$ cat src/hdl/sdi_defs.svh
`ifndef SDI_DEFS_SVH
`define SDI_DEFS_SVH

// ****************************************
// Command codes
// ****************************************
`define SDI_CMD_PROBE 16'h8E00
`define SDI_CMD_SETUP 16'h8E01

// ****************************************
// Result codes
// ****************************************
`define SDI_RES_SUCCESS 8'h00
`define SDI_RES_IO_FAULT 8'h01
`define SDI_RES_NOT_FOUND 8'h02
`define SDI_RES_LOCK_BUSY 8'h03
`define SDI_RES_STATE_DENIED 8'h04
`define SDI_RES_ALREADY_DONE 8'h05
`define SDI_RES_UNSUPPORTED 8'h06
`define SDI_RES_BAD_COMMAND 8'h07

// ****************************************
// Response byte offsets
// ****************************************
`define SDI_OFS_ADDR 2'h0
`define SDI_OFS_REV 2'h1
`define SDI_OFS_MODEL_HI 2'h2
`define SDI_OFS_MODEL_LO 2'h3

// ****************************************
// Timing
// ****************************************
`define SDI_SNS_RESET_NS 20
`define SDI_CLK_PERIOD_NS 5
`define SDI_SNS_RESET_CYC 8'((`SDI_SNS_RESET_NS + `SDI_CLK_PERIOD_NS - 1) / `SDI_CLK_PERIOD_NS)

`endif

$ cat src/hdl/sdi_pkg.sv
`include "sdi_defs.svh"

package sdi_pkg;

  typedef enum logic [7:0]
  {
    RESULT_SUCCESS = `SDI_RES_SUCCESS,
    RESULT_IO_FAULT = `SDI_RES_IO_FAULT,
    RESULT_NOT_FOUND = `SDI_RES_NOT_FOUND,
    RESULT_LOCK_BUSY = `SDI_RES_LOCK_BUSY,
    RESULT_STATE_DENIED = `SDI_RES_STATE_DENIED,
    RESULT_ALREADY_DONE = `SDI_RES_ALREADY_DONE,
    RESULT_UNSUPPORTED_IMAGER = `SDI_RES_UNSUPPORTED,
    RESULT_BAD_COMMAND = `SDI_RES_BAD_COMMAND
  } sdi_result_t;

  typedef enum logic [1:0]
  {
    SYS_IDLE = 2'b00,
    SYS_SUSPENDED = 2'b01,
    SYS_STREAMING = 2'b10,
    SYS_OTHER = 2'b11
  } sdi_sys_state_t;

  typedef enum logic [1:0]
  {
    PROBE_FOUND = 2'b00,
    PROBE_IO_FAULT = 2'b01,
    PROBE_NONE = 2'b10
  } sdi_probe_t;

endpackage

$ cat src/hdl/sdi_if.sv
`timescale 1ns/1ps

interface sdi_if;
  logic cmd_valid;
  logic [15:0] cmd_code;
  logic cmd_ready;
  logic rsp_valid;
  logic [7:0] rsp_status;
  logic rsp_byte_valid;
  logic [7:0] rsp_byte;
  logic serial_bus_manager_lock;

  modport dev
  (
    input cmd_valid,
    input cmd_code,
    input serial_bus_manager_lock,
    output cmd_ready,
    output rsp_valid,
    output rsp_status,
    output rsp_byte_valid,
    output rsp_byte
  );

  modport host
  (
    output cmd_valid,
    output cmd_code,
    output serial_bus_manager_lock,
    input cmd_ready,
    input rsp_valid,
    input rsp_status,
    input rsp_byte_valid,
    input rsp_byte
  );
endinterface

$ cat src/hdl/sdi_device.sv
`timescale 1ns/1ps
`include "sdi_defs.svh"

// Functional notes
// Accept probe command 0x8E00, no parameters.
// Accept setup command 0x8E01, no parameters.
// Auto probe and setup on first config.
// Unrecognized imager rejects the config change.
// Host may probe then patch before config.
// Success returns address, revision, 16-bit model.
// Probe reports success, I/O fault, not-found.
// Reset imager before probing.
// Lock held by host gives busy result.
// Probe only when idle or suspended.
// Setup only when idle or suspended.
// Probe allowed once per reset.
// Setup allowed once per reset.
// Setup applies every stored default record.
// Setup without imager or probe: not-found.
// Unsupported imager gives unsupported result.
// Host may trigger setup manually anytime permitted.
// Multi-byte values sent most significant first.
// One result per command; data only on success.
module sdi_device
  import sdi_pkg::*;
(
  input wire logic CLK,
  input wire logic RST,
  sdi_if.dev LINK,
  input wire sdi_pkg::sdi_sys_state_t SYS_STATE,
  input wire logic CFG_REQ,
  output logic CFG_DONE,
  output logic CFG_OK,
  output logic SNS_RESET,
  output logic PRB_START,
  input wire logic PRB_DONE,
  input wire sdi_pkg::sdi_probe_t PRB_RESULT,
  input wire logic [7:0] PRB_ADDR,
  input wire logic [7:0] PRB_REV,
  input wire logic [15:0] PRB_MODEL,
  input wire logic SNS_SUPPORTED,
  input wire logic [7:0] REC_COUNT,
  output logic REC_APPLY,
  output logic [7:0] REC_INDEX,
  input wire logic REC_DONE,
  input wire logic REC_IO_FAULT
);
  import sdi_pkg::*;

  // ****************************************
  // State
  // ****************************************
  typedef enum logic [3:0]
  {
    ST_IDLE = 4'b0000, ST_SRST = 4'b0001, ST_PROBE = 4'b0010, ST_REC = 4'b0011,
    ST_RECW = 4'b0100, ST_RESP = 4'b0101, ST_BYTES = 4'b0110, ST_CFGCHK = 4'b0111
  } sdi_dev_state_t;

  typedef struct packed
  {
    sdi_dev_state_t state;
    logic auto_cfg, is_probe, discovered, found, inited;
    sdi_result_t status;
    logic [7:0] addr, rev;
    logic [15:0] model;
    logic [1:0] byte_idx;
    logic [7:0] cnt, rec_idx;
    logic cmd_ready, rsp_valid;
    sdi_result_t rsp_status;
    logic rsp_byte_valid;
    logic [7:0] rsp_byte;
    logic sns_reset, prb_start, rec_apply, cfg_done, cfg_ok;
  } sdi_dev_t;

  sdi_dev_t r;
  sdi_dev_t next_r;

  function automatic logic [7:0] resp_byte(input sdi_dev_t s, input logic [1:0] idx);
    logic [7:0] b;
    b = s.addr;
    unique case (idx)
      `SDI_OFS_ADDR: b = s.addr;
      `SDI_OFS_REV: b = s.rev;
      `SDI_OFS_MODEL_HI: b = s.model[15:8];
      `SDI_OFS_MODEL_LO: b = s.model[7:0];
    endcase
    return b;
  endfunction

  logic quiescent;
  assign quiescent = (SYS_STATE == SYS_IDLE) || (SYS_STATE == SYS_SUSPENDED);

  // ****************************************
  // Next state
  // ****************************************
  always_comb
  begin
    next_r = r;
    next_r.cmd_ready = 1'b0;
    next_r.rsp_valid = 1'b0;
    next_r.rsp_byte_valid = 1'b0;
    next_r.prb_start = 1'b0;
    next_r.rec_apply = 1'b0;
    next_r.cfg_done = 1'b0;
    unique case (r.state)
      ST_IDLE:
      begin
        next_r.cnt = 8'h00;
        next_r.rec_idx = 8'h00;
        if (LINK.cmd_valid)
        begin
          next_r.cmd_ready = 1'b1;
          next_r.auto_cfg = 1'b0;
          next_r.is_probe = (LINK.cmd_code == `SDI_CMD_PROBE);
          next_r.state = ST_RESP;
          if (LINK.cmd_code != `SDI_CMD_PROBE && LINK.cmd_code != `SDI_CMD_SETUP)
            next_r.status = RESULT_BAD_COMMAND;
          else if (LINK.serial_bus_manager_lock)
            next_r.status = RESULT_LOCK_BUSY;
          else if (!quiescent)
            next_r.status = RESULT_STATE_DENIED;
          else if (LINK.cmd_code == `SDI_CMD_PROBE)
          begin
            if (r.discovered)
              next_r.status = RESULT_ALREADY_DONE;
            else
              next_r.state = ST_SRST;
          end
          else if (r.inited)
            next_r.status = RESULT_ALREADY_DONE;
          else if (!r.discovered || !r.found)
            next_r.status = RESULT_NOT_FOUND;
          else if (!SNS_SUPPORTED)
            next_r.status = RESULT_UNSUPPORTED_IMAGER;
          else
            next_r.state = ST_REC;
        end
        else if (CFG_REQ)
        begin
          // Config change probes if not yet probed, and sets up a found, supported imager that is not yet set up
          next_r.auto_cfg = 1'b1;
          next_r.is_probe = 1'b0;
          next_r.state = r.discovered ? ST_CFGCHK : ST_SRST;
        end
      end
      ST_SRST:
      begin
        // Imager held in reset before the probe starts
        if (r.cnt < `SDI_SNS_RESET_CYC)
        begin
          next_r.sns_reset = 1'b1;
          next_r.cnt = r.cnt + 8'h01;
        end
        else
        begin
          next_r.sns_reset = 1'b0;
          next_r.prb_start = 1'b1;
          next_r.state = ST_PROBE;
        end
      end
      ST_PROBE:
      begin
        if (PRB_DONE)
        begin
          next_r.discovered = 1'b1;
          next_r.state = r.auto_cfg ? ST_CFGCHK : ST_RESP;
          unique case (PRB_RESULT)
            PROBE_FOUND:
            begin
              next_r.found = 1'b1;
              next_r.addr = PRB_ADDR;
              next_r.rev = PRB_REV;
              next_r.model = PRB_MODEL;
              next_r.status = RESULT_SUCCESS;
            end
            PROBE_IO_FAULT: next_r.status = RESULT_IO_FAULT;
            default: next_r.status = RESULT_NOT_FOUND;
          endcase
        end
      end
      ST_CFGCHK:
      begin
        next_r.state = ST_IDLE;
        next_r.cfg_done = 1'b1;
        next_r.cfg_ok = r.found && r.inited;
        if (r.found && !r.inited && SNS_SUPPORTED)
        begin
          next_r.cfg_done = 1'b0;
          next_r.state = ST_REC;
        end
      end
      ST_REC:
      begin
        if (r.rec_idx == REC_COUNT)
        begin
          next_r.inited = 1'b1;
          next_r.status = RESULT_SUCCESS;
          next_r.state = ST_RESP;
        end
        else
        begin
          next_r.rec_apply = 1'b1;
          next_r.state = ST_RECW;
        end
      end
      ST_RECW:
      begin
        if (REC_DONE && REC_IO_FAULT)
        begin
          next_r.status = RESULT_IO_FAULT;
          next_r.state = ST_RESP;
        end
        else if (REC_DONE)
        begin
          next_r.rec_idx = r.rec_idx + 8'h01;
          next_r.state = ST_REC;
        end
      end
      ST_RESP:
      begin
        // Config-driven setup ends on the config strobe, never on the link
        next_r.byte_idx = 2'h0;
        next_r.state = ST_IDLE;
        if (r.auto_cfg)
        begin
          next_r.cfg_done = 1'b1;
          next_r.cfg_ok = (r.status == RESULT_SUCCESS);
        end
        else
        begin
          next_r.rsp_valid = 1'b1;
          next_r.rsp_status = r.status;
          if (r.status == RESULT_SUCCESS && r.is_probe)
            next_r.state = ST_BYTES;
        end
      end
      ST_BYTES:
      begin
        // Model goes out high byte first
        next_r.rsp_byte_valid = 1'b1;
        next_r.rsp_byte = resp_byte(r, r.byte_idx);
        next_r.byte_idx = r.byte_idx + 2'h1;
        if (r.byte_idx == `SDI_OFS_MODEL_LO)
          next_r.state = ST_IDLE;
      end
      default: next_r.state = ST_IDLE;
    endcase
  end

  // ****************************************
  // Registers
  // ****************************************
  always_ff @(posedge CLK)
  begin
    // Idle state and success code are both all zeros
    if (RST)
      r <= '0;
    else
      r <= next_r;
  end

  assign LINK.cmd_ready = r.cmd_ready;
  assign LINK.rsp_valid = r.rsp_valid;
  assign LINK.rsp_status = r.rsp_status;
  assign LINK.rsp_byte_valid = r.rsp_byte_valid;
  assign LINK.rsp_byte = r.rsp_byte;
  assign CFG_DONE = r.cfg_done;
  assign CFG_OK = r.cfg_ok;
  assign SNS_RESET = r.sns_reset;
  assign PRB_START = r.prb_start;
  assign REC_APPLY = r.rec_apply;
  assign REC_INDEX = r.rec_idx;
endmodule

$ cat src/flat_wrapper.sv
// flat-port wrapper written by rule: the top's interface ports become plain ports
module sdi_device_flat import sdi_pkg::*;
  (CLK, RST, SYS_STATE, CFG_REQ, CFG_DONE, CFG_OK, SNS_RESET, PRB_START, PRB_DONE, PRB_RESULT, PRB_ADDR, PRB_REV, PRB_MODEL, SNS_SUPPORTED, REC_COUNT, REC_APPLY, REC_INDEX, REC_DONE, REC_IO_FAULT, LINK_cmd_valid, LINK_cmd_code, LINK_serial_bus_manager_lock, LINK_cmd_ready, LINK_rsp_valid, LINK_rsp_status, LINK_rsp_byte_valid, LINK_rsp_byte);
  sdi_if LINK_i ();
  input wire logic CLK;
  input wire logic RST;
  input wire sdi_pkg::sdi_sys_state_t SYS_STATE;
  input wire logic CFG_REQ;
  output logic CFG_DONE;
  output logic CFG_OK;
  output logic SNS_RESET;
  output logic PRB_START;
  input wire logic PRB_DONE;
  input wire sdi_pkg::sdi_probe_t PRB_RESULT;
  input wire logic [7:0] PRB_ADDR;
  input wire logic [7:0] PRB_REV;
  input wire logic [15:0] PRB_MODEL;
  input wire logic SNS_SUPPORTED;
  input wire logic [7:0] REC_COUNT;
  output logic REC_APPLY;
  output logic [7:0] REC_INDEX;
  input wire logic REC_DONE;
  input wire logic REC_IO_FAULT;
  input wire logic [$bits(LINK_i.cmd_valid)-1:0] LINK_cmd_valid;
  input wire logic [$bits(LINK_i.cmd_code)-1:0] LINK_cmd_code;
  input wire logic [$bits(LINK_i.serial_bus_manager_lock)-1:0] LINK_serial_bus_manager_lock;
  output wire logic [$bits(LINK_i.cmd_ready)-1:0] LINK_cmd_ready;
  output wire logic [$bits(LINK_i.rsp_valid)-1:0] LINK_rsp_valid;
  output wire logic [$bits(LINK_i.rsp_status)-1:0] LINK_rsp_status;
  output wire logic [$bits(LINK_i.rsp_byte_valid)-1:0] LINK_rsp_byte_valid;
  output wire logic [$bits(LINK_i.rsp_byte)-1:0] LINK_rsp_byte;
  assign LINK_i.cmd_valid = LINK_cmd_valid;
  assign LINK_i.cmd_code = LINK_cmd_code;
  assign LINK_i.serial_bus_manager_lock = LINK_serial_bus_manager_lock;
  assign LINK_cmd_ready = LINK_i.cmd_ready;
  assign LINK_rsp_valid = LINK_i.rsp_valid;
  assign LINK_rsp_status = LINK_i.rsp_status;
  assign LINK_rsp_byte_valid = LINK_i.rsp_byte_valid;
  assign LINK_rsp_byte = LINK_i.rsp_byte;
  sdi_device u_core (.CLK(CLK), .RST(RST), .LINK(LINK_i), .SYS_STATE(SYS_STATE), .CFG_REQ(CFG_REQ), .CFG_DONE(CFG_DONE), .CFG_OK(CFG_OK), .SNS_RESET(SNS_RESET), .PRB_START(PRB_START), .PRB_DONE(PRB_DONE), .PRB_RESULT(PRB_RESULT), .PRB_ADDR(PRB_ADDR), .PRB_REV(PRB_REV), .PRB_MODEL(PRB_MODEL), .SNS_SUPPORTED(SNS_SUPPORTED), .REC_COUNT(REC_COUNT), .REC_APPLY(REC_APPLY), .REC_INDEX(REC_INDEX), .REC_DONE(REC_DONE), .REC_IO_FAULT(REC_IO_FAULT));
endmodule
$ cat config.mk
export PLATFORM = sky130hd
export DESIGN_NAME = sdi_device_flat
export DESIGN_NICKNAME = d
export VERILOG_FILES = /design/src/hdl/sdi_pkg.sv /design/src/hdl/sdi_if.sv /design/src/hdl/sdi_device.sv /design/src/flat_wrapper.sv
export VERILOG_INCLUDE_DIRS = /design/src /design/src/hdl
export SDC_FILE = /design/constraint.sdc
export NUM_CORES = 1
export LEC_CHECK = 0
export BUFFER_PORTS_ARGS = -buffer_cell sky130_fd_sc_hd__buf_2
export CAP_MARGIN = 0
export CORE_MARGIN = 2
export CORE_UTILIZATION = 57
export CTS_BUF_LIST = sky130_fd_sc_hd__clkbuf_16
export DETAILED_ROUTE_END_ITERATION = 7
export GPL_ROUTABILITY_DRIVEN = 0
export PLACE_DENSITY = 0.87
export SETUP_SLACK_MARGIN = 0.02
export SLEW_MARGIN = 10
export SYNTH_ARGS = -nofsm -noshare
export SYNTH_HDL_FRONTEND = slang
export SYNTH_SLANG_ARGS = --single-unit
$ cat constraint.sdc
create_clock -name CLK -period 3.4 [get_ports CLK]
set_input_delay 0.17 -clock CLK [delete_from_list [all_inputs] [get_ports CLK]]
set_output_delay 0.17 -clock CLK [all_outputs]
set_load 0.05 [all_outputs]
Yosys cells after proc, flatten, opt, wreduce, memory -nomap -nowiden
Cells that the tools add are included.
- word-level logic and storage cells: 151
- bits of input ports: 69
- flip-flop bits (word level): 91
- multiplexer cells: 53
- bitwise operators: 5
- reductions and logical operators: 36
- $lt $le $gt $ge: 1
- eq/ne operators: 30
- add/subtract/negate cells: 3
- operators by type and width (kind ; number):
    $mux W8 ; 14
    $pmux W8 S4 ; 2
    $mux W4 ; 11
    $mux W40 ; 1
    $mux W32 ; 1
    $ne A16 B16 Y1 const B ; 2
    $pmux W4 S8 ; 1
    $pmux W8 S2 ; 2
    $mux W9 ; 2
    $add A8 B1 Y8 const B ; 2
    $eq A16 B16 Y1 const B ; 1
    $eq A4 B3 Y1 const B ; 4
    $mux W3 ; 5
    $mux W6 ; 2
    $pmux W2 S2 ; 3
    $reduce_and A2 Y1 ; 6
    $ne A2 B1 Y1 const B ; 5
    $ne A2 B2 Y1 const B ; 5
    $reduce_bool A2 Y1 ; 5
    $eq A4 B2 Y1 const B ; 2
    $eq A8 B8 Y1 ; 1
    $logic_not A8 Y1 ; 1
    $lt A8 B3 Y1 const B ; 1
    $ne A8 B7 Y1 const B ; 1
    20 further kinds ; 48

Logic depth before layout (Yosys ltp)
- word-level depth: 10
- depth in mapped cells: 8
- mapped depth without buffers: 6

Worst setup path after synthesis
OpenSTA, ideal clock, no wires.
- path type: register to register
- from: reg u_core.r[35] (netlist bit)
- to: reg u_core.r[39] (netlist bit)
- buffers on the path: 0
- required time: 3.272 ns
- cell stages (with the launch flop): 7
- slack: 1.734 ns
- data arrival time: 1.538 ns
- cell sequence: dfxtp_1 > or4_4 > nor4_4 > o211a_1 > nand3_1 > xor2_1 > nor2_1
- longest elaborated chain between the ends: 3
- elaborated cells on any way between the ends: 6
- those cells by class: 1 x add/sub; 1 x order compare; 1 x eq/ne; 2 x mux; 1 x reduce/logical
- RTL lines (element ; line ; text):
    start: declaration ; sdi_device.sv:75 ; sdi_dev_t r;
    start signal: assignment ; sdi_device.sv:259 ; r <= next_r;
    $add A8 B1 Y8 / $lt A8 B3 Y1 (equally long branches) ; -- ;
    $mux W8 / $ne A2 B1 Y1 (equally long branches) ; -- ;
    $pmux W8 S2 / $reduce_and A2 Y1 (equally long branches) ; -- ;
Several ways; a longest one is shown, not always the timed one. The select of a mux whose other input is x is not followed.
A chain may end at the register's enable or synchronous reset.

Final worst setup path
- from: reg u_core.r[87] (netlist bit)
- to: reg u_core.r[33] (netlist bit)
- longest elaborated chain between the ends: 3
- elaborated cells on any way between the ends: 6
- those cells by class: 2 x eq/ne; 1 x mux; 3 x reduce/logical
- RTL lines (element ; line ; text):
    $eq A4 B1 Y1 / $logic_not A4 Y1 (equally long branches) ; sdi_device.sv:105 ; unique case (r.state)
    $ne A2 B1 Y1 (no line) / $reduce_bool A2 Y1 (equally long branches) ; -- ;
    $reduce_and A2 Y1 (no line) ; -- ;
Several ways; a longest one is shown, not always the timed one.

==> summary.txt <==
Run status
  – Status: finished, final reports clean

Worst setup path
  – Slowest CP cell: dfxtp_1
  – Worst-path fanout max: 20
  – Cell mode on critical path: nor2_1
  – Setup crit end kind: register
  – Critical path class: reg2reg
  – CP cell instances: or3b_4 -> nor4_4 -> nor2_1 -> nor3b_1 -> a21oi_1 -> nor2_1
  – WP data required: 3.67 ns
  – Worst endpoint data arrival time: 2.66 ns
  – CP peak stage delay: 0.68 ns
  – Crit path launch type: register

STA
  – # setup viols final: 0
  – Setup TNS Final: 0 ns
  – Final Hold Viols: 0
  – Fin. max-slew vios: 0
  – Period minus WS final: 2.38 ns
  – Measured slew at the worst slew-check pin: 0.774 ns
  – Tcrit/Tclk final: 70.1%
  – Max Clk Rate: 420 MHz
  – Slew headroom: 48.4%
  – Final worst setup slack: 1.02 ns
  – RSZ-0062 raised after global routing: false
  – Clk_skew: 0.00536 ns

Clocking
  – Clk buf depth: 2
  – Worst-path clk slew: 0.06 ns
  – Clk_lat worst skew: 0.34 ns
  – CTS tree: built
  – Cts repair resizes: 0
  – Postcts setup bufs: 0
  – Clk sinks: 80
  – Max H-tree Level: 3
  – CTS Root Cell: clkbuf_16
  – Hold buffers post-CTS: 0
  – CTS buffer count: 9

Global routing
  – Global-route wire length before repair: 15000 um
  – Largest net degree at the start of global routing: 68
  – Total gr overflow: 0
  – GRT Util Overall: 25.3%
  – Initial antenna violation count: 0
  – Vias in the first global route: 3400

Layout
  – Fillers: 510
  – Commonest cells after routing, fill and taps aside: nand2_1 (109), buf_2 (94), dfxtp_1 (80)
  – Total area of sequential cells: 0.00160 mm2
  – Multi-input logic area: 0.00192 mm2
  – Share of layout cells above drive strength 1: 22.4%
  – Fin nets: 627
  – Commonest non-fill, non-tap cell in the layout: nand2_1
  – Synthesis-to-finish area growth: 16.8%
  – ANT cells: 0
  – Post-Layout Cell Count: 634

Power and ir drop
  – Final total power: 2.98 mW
  – Worst vdd ir: 0.000360 V
  – Power per cell area: 666 mW/mm2
  – P_leak: 1.76 nW

Floorplanning
  – Core ar.: 0.00642 mm2
  – Starting density of the core: 59.6%
  – Die height: 86.0 um
  – Io pins: 101
  – Row Count: 29
  – Die W: 86.0 um
  – Total die area: 0.00739 mm2

Place
  – Buffers on Ports: 94
  – HPWL after DPL: 6230 um
  – Placed cells: 618
  – Pre-CTS setup slack: 1.15 ns

Route
  – Wire per inst: 14.5 um
  – Drc violations: 0
  – Met3 Wirelength: 656 um
  – Metal-1 WL: 3930 um
  – Via Count: 3648
  – Routed wire length: 9170 um
  – Iteration count of the initial detailed-routing pass: 6
  – Met2 wire length: 4340 um
  – Post-DRT Antenna Nets: 0
  – Drt first-iter violations: 285
  – Top Layer Used: met4
  – Routed vias/inst: 5.75

Min path
  – HP Class: in2reg

Yosys
  – Post-synthesis async set-or-reset flop share: 0%
  – Cell area after synthesis: 0.00383 mm2
  – Ys flop type: dfxtp_1
  – Post-synth EDFFs: 0
  – Synth area leader: dfxtp_1
  – Distinct cell type count after synthesis: 54
  – Yosys warning count: 0
  – Seq/Total Area, Yosys: 41.8%
  – Synth top area cells: dfxtp_1 (42%), nand2_1 (11%), a21oi_1 (8.5%), buf_4 (4.7%), nor2_1 (4.7%)
  – Yosys top cell area share: 41.8%
  – Synth Register Bits: 80
  – Syn_area_per_cell: 7.82 um2
  – Post-Synthesis Cells: 490

Flow run
  – Max-cap violations: 0
critical path, delay by kind of cell (launching register included):
kind            cells  cell delay, ns
flops               1            0.68
compound gates      1            0.09
simple gates        5            1.54
flip-flops by register name (all words and copies together) (netlist names):
signal / count
u_core.REC_APPLY: 1
u_core.LINK.cmd_ready: 1
u_core.PRB_START: 1
u_core.LINK.rsp_valid: 1
u_core.r: 53
u_core.LINK.rsp_byte_valid: 1
u_core.LINK.rsp_status: 3
u_core.SNS_RESET: 1
u_core.CFG_DONE: 1
u_core.LINK.rsp_byte: 8
u_core.REC_INDEX: 8
u_core.CFG_OK: 1
final timing paths:
| path | from | endpoint | slack [ns] | cells after the start |
|---|---|---|---|---|
| setup reg to reg | u_core.r[87]$_SDFFE_PP0P_ | u_core.r[33]$_SDFFE_PP0P_ | 1.02 | 6 |
| setup / recovery | u_core.r[87]$_SDFFE_PP0P_ | u_core.r[33]$_SDFFE_PP0P_ | 1.02 | 6 |
| hold reg to reg | u_core.LINK.rsp_byte[4]$_SDFFE_PP0P_ | u_core.LINK.rsp_byte[4]$_SDFFE_PP0P_ | 0.45 | 2 |
| hold / removal | PRB_REV[1] | u_core.r[59]$_SDFFE_PP0P_ | 0.06 | 3 |
cells in the mapped netlist, drive strengths merged, types with 2 or more instances:
library cell,instances
or2,2
xor2,5
a31oi,4
ha,6
nor2,48
a41oi,2
o21ai,15
inv,6
nand2b,2
dfxtp,80
a222oi,8
nor4,4
nand4,4
a31o,2
nand2,109
buf,31
xnor2,9
clkbuf,20
a22oi,3
nor3,13
a21oi,65
mux2i,3
a211oi,4
and4b,2
nor2b,5
and3,2
nor3b,3
mux2,2
o211ai,2
nand3,11
final cells by class:
cell class	instances	share of cell area, %
clock inverters	7	2.32
multi-input cells	357	43.0
flip-flops and latches	80	35.8
well taps	77	2.15
inverters	6	0.503
clock buffers	9	5.03
repair buffers	98	11.2
kinds of logic (layout without fill, tap and decap cells):
| kind of cell | Yosys count | count (layout) | share of synthesized area [%] |
|---|---|---|---|
| simple gates | 212 | 212 | 24.9 |
| compound gates | 115 | 115 | 18.3 |
| flops | 80 | 80 | 41.8 |
| buf+inv | 57 | 120 | 8.33 |
| xor+xnor | 14 | 14 | 3.20 |
| fa+ha+maj | 6 | 6 | 1.96 |
| mux | 5 | 5 | 1.37 |
| other cells | 1 | 5 | 0.0979 |
layer usage:
layer / vias up / track usage, %
li1: 1802 / -
met1: 1652 / 32.2
met2: 170 / 40.8
met3: 24 / 3.66
met4: 0 / 14.4
met5: - / 0
report_power, final:
part	switching (mW)	internal [mW]
clock	0.403	0.651
combinational	0.497	0.277
sequential	0.141	1.01
stage by stage:
| stage | hold WS [ns] | cell area, um2 | util, % |
|---|---|---|---|
| global route | 0.0748 | 4470 | 69.7 |
| detailed placement | 0.418 | 4150 | 64.5 |
| floorplan | 0.267 | 3840 | - |
| global placement | 0.411 | 4150 | 64.5 |
| CTS | 0.0612 | 4470 | 69.7 |
| finish | 0.0636 | 4470 | 69.7 |
Power figures use the tool's default switching activity.
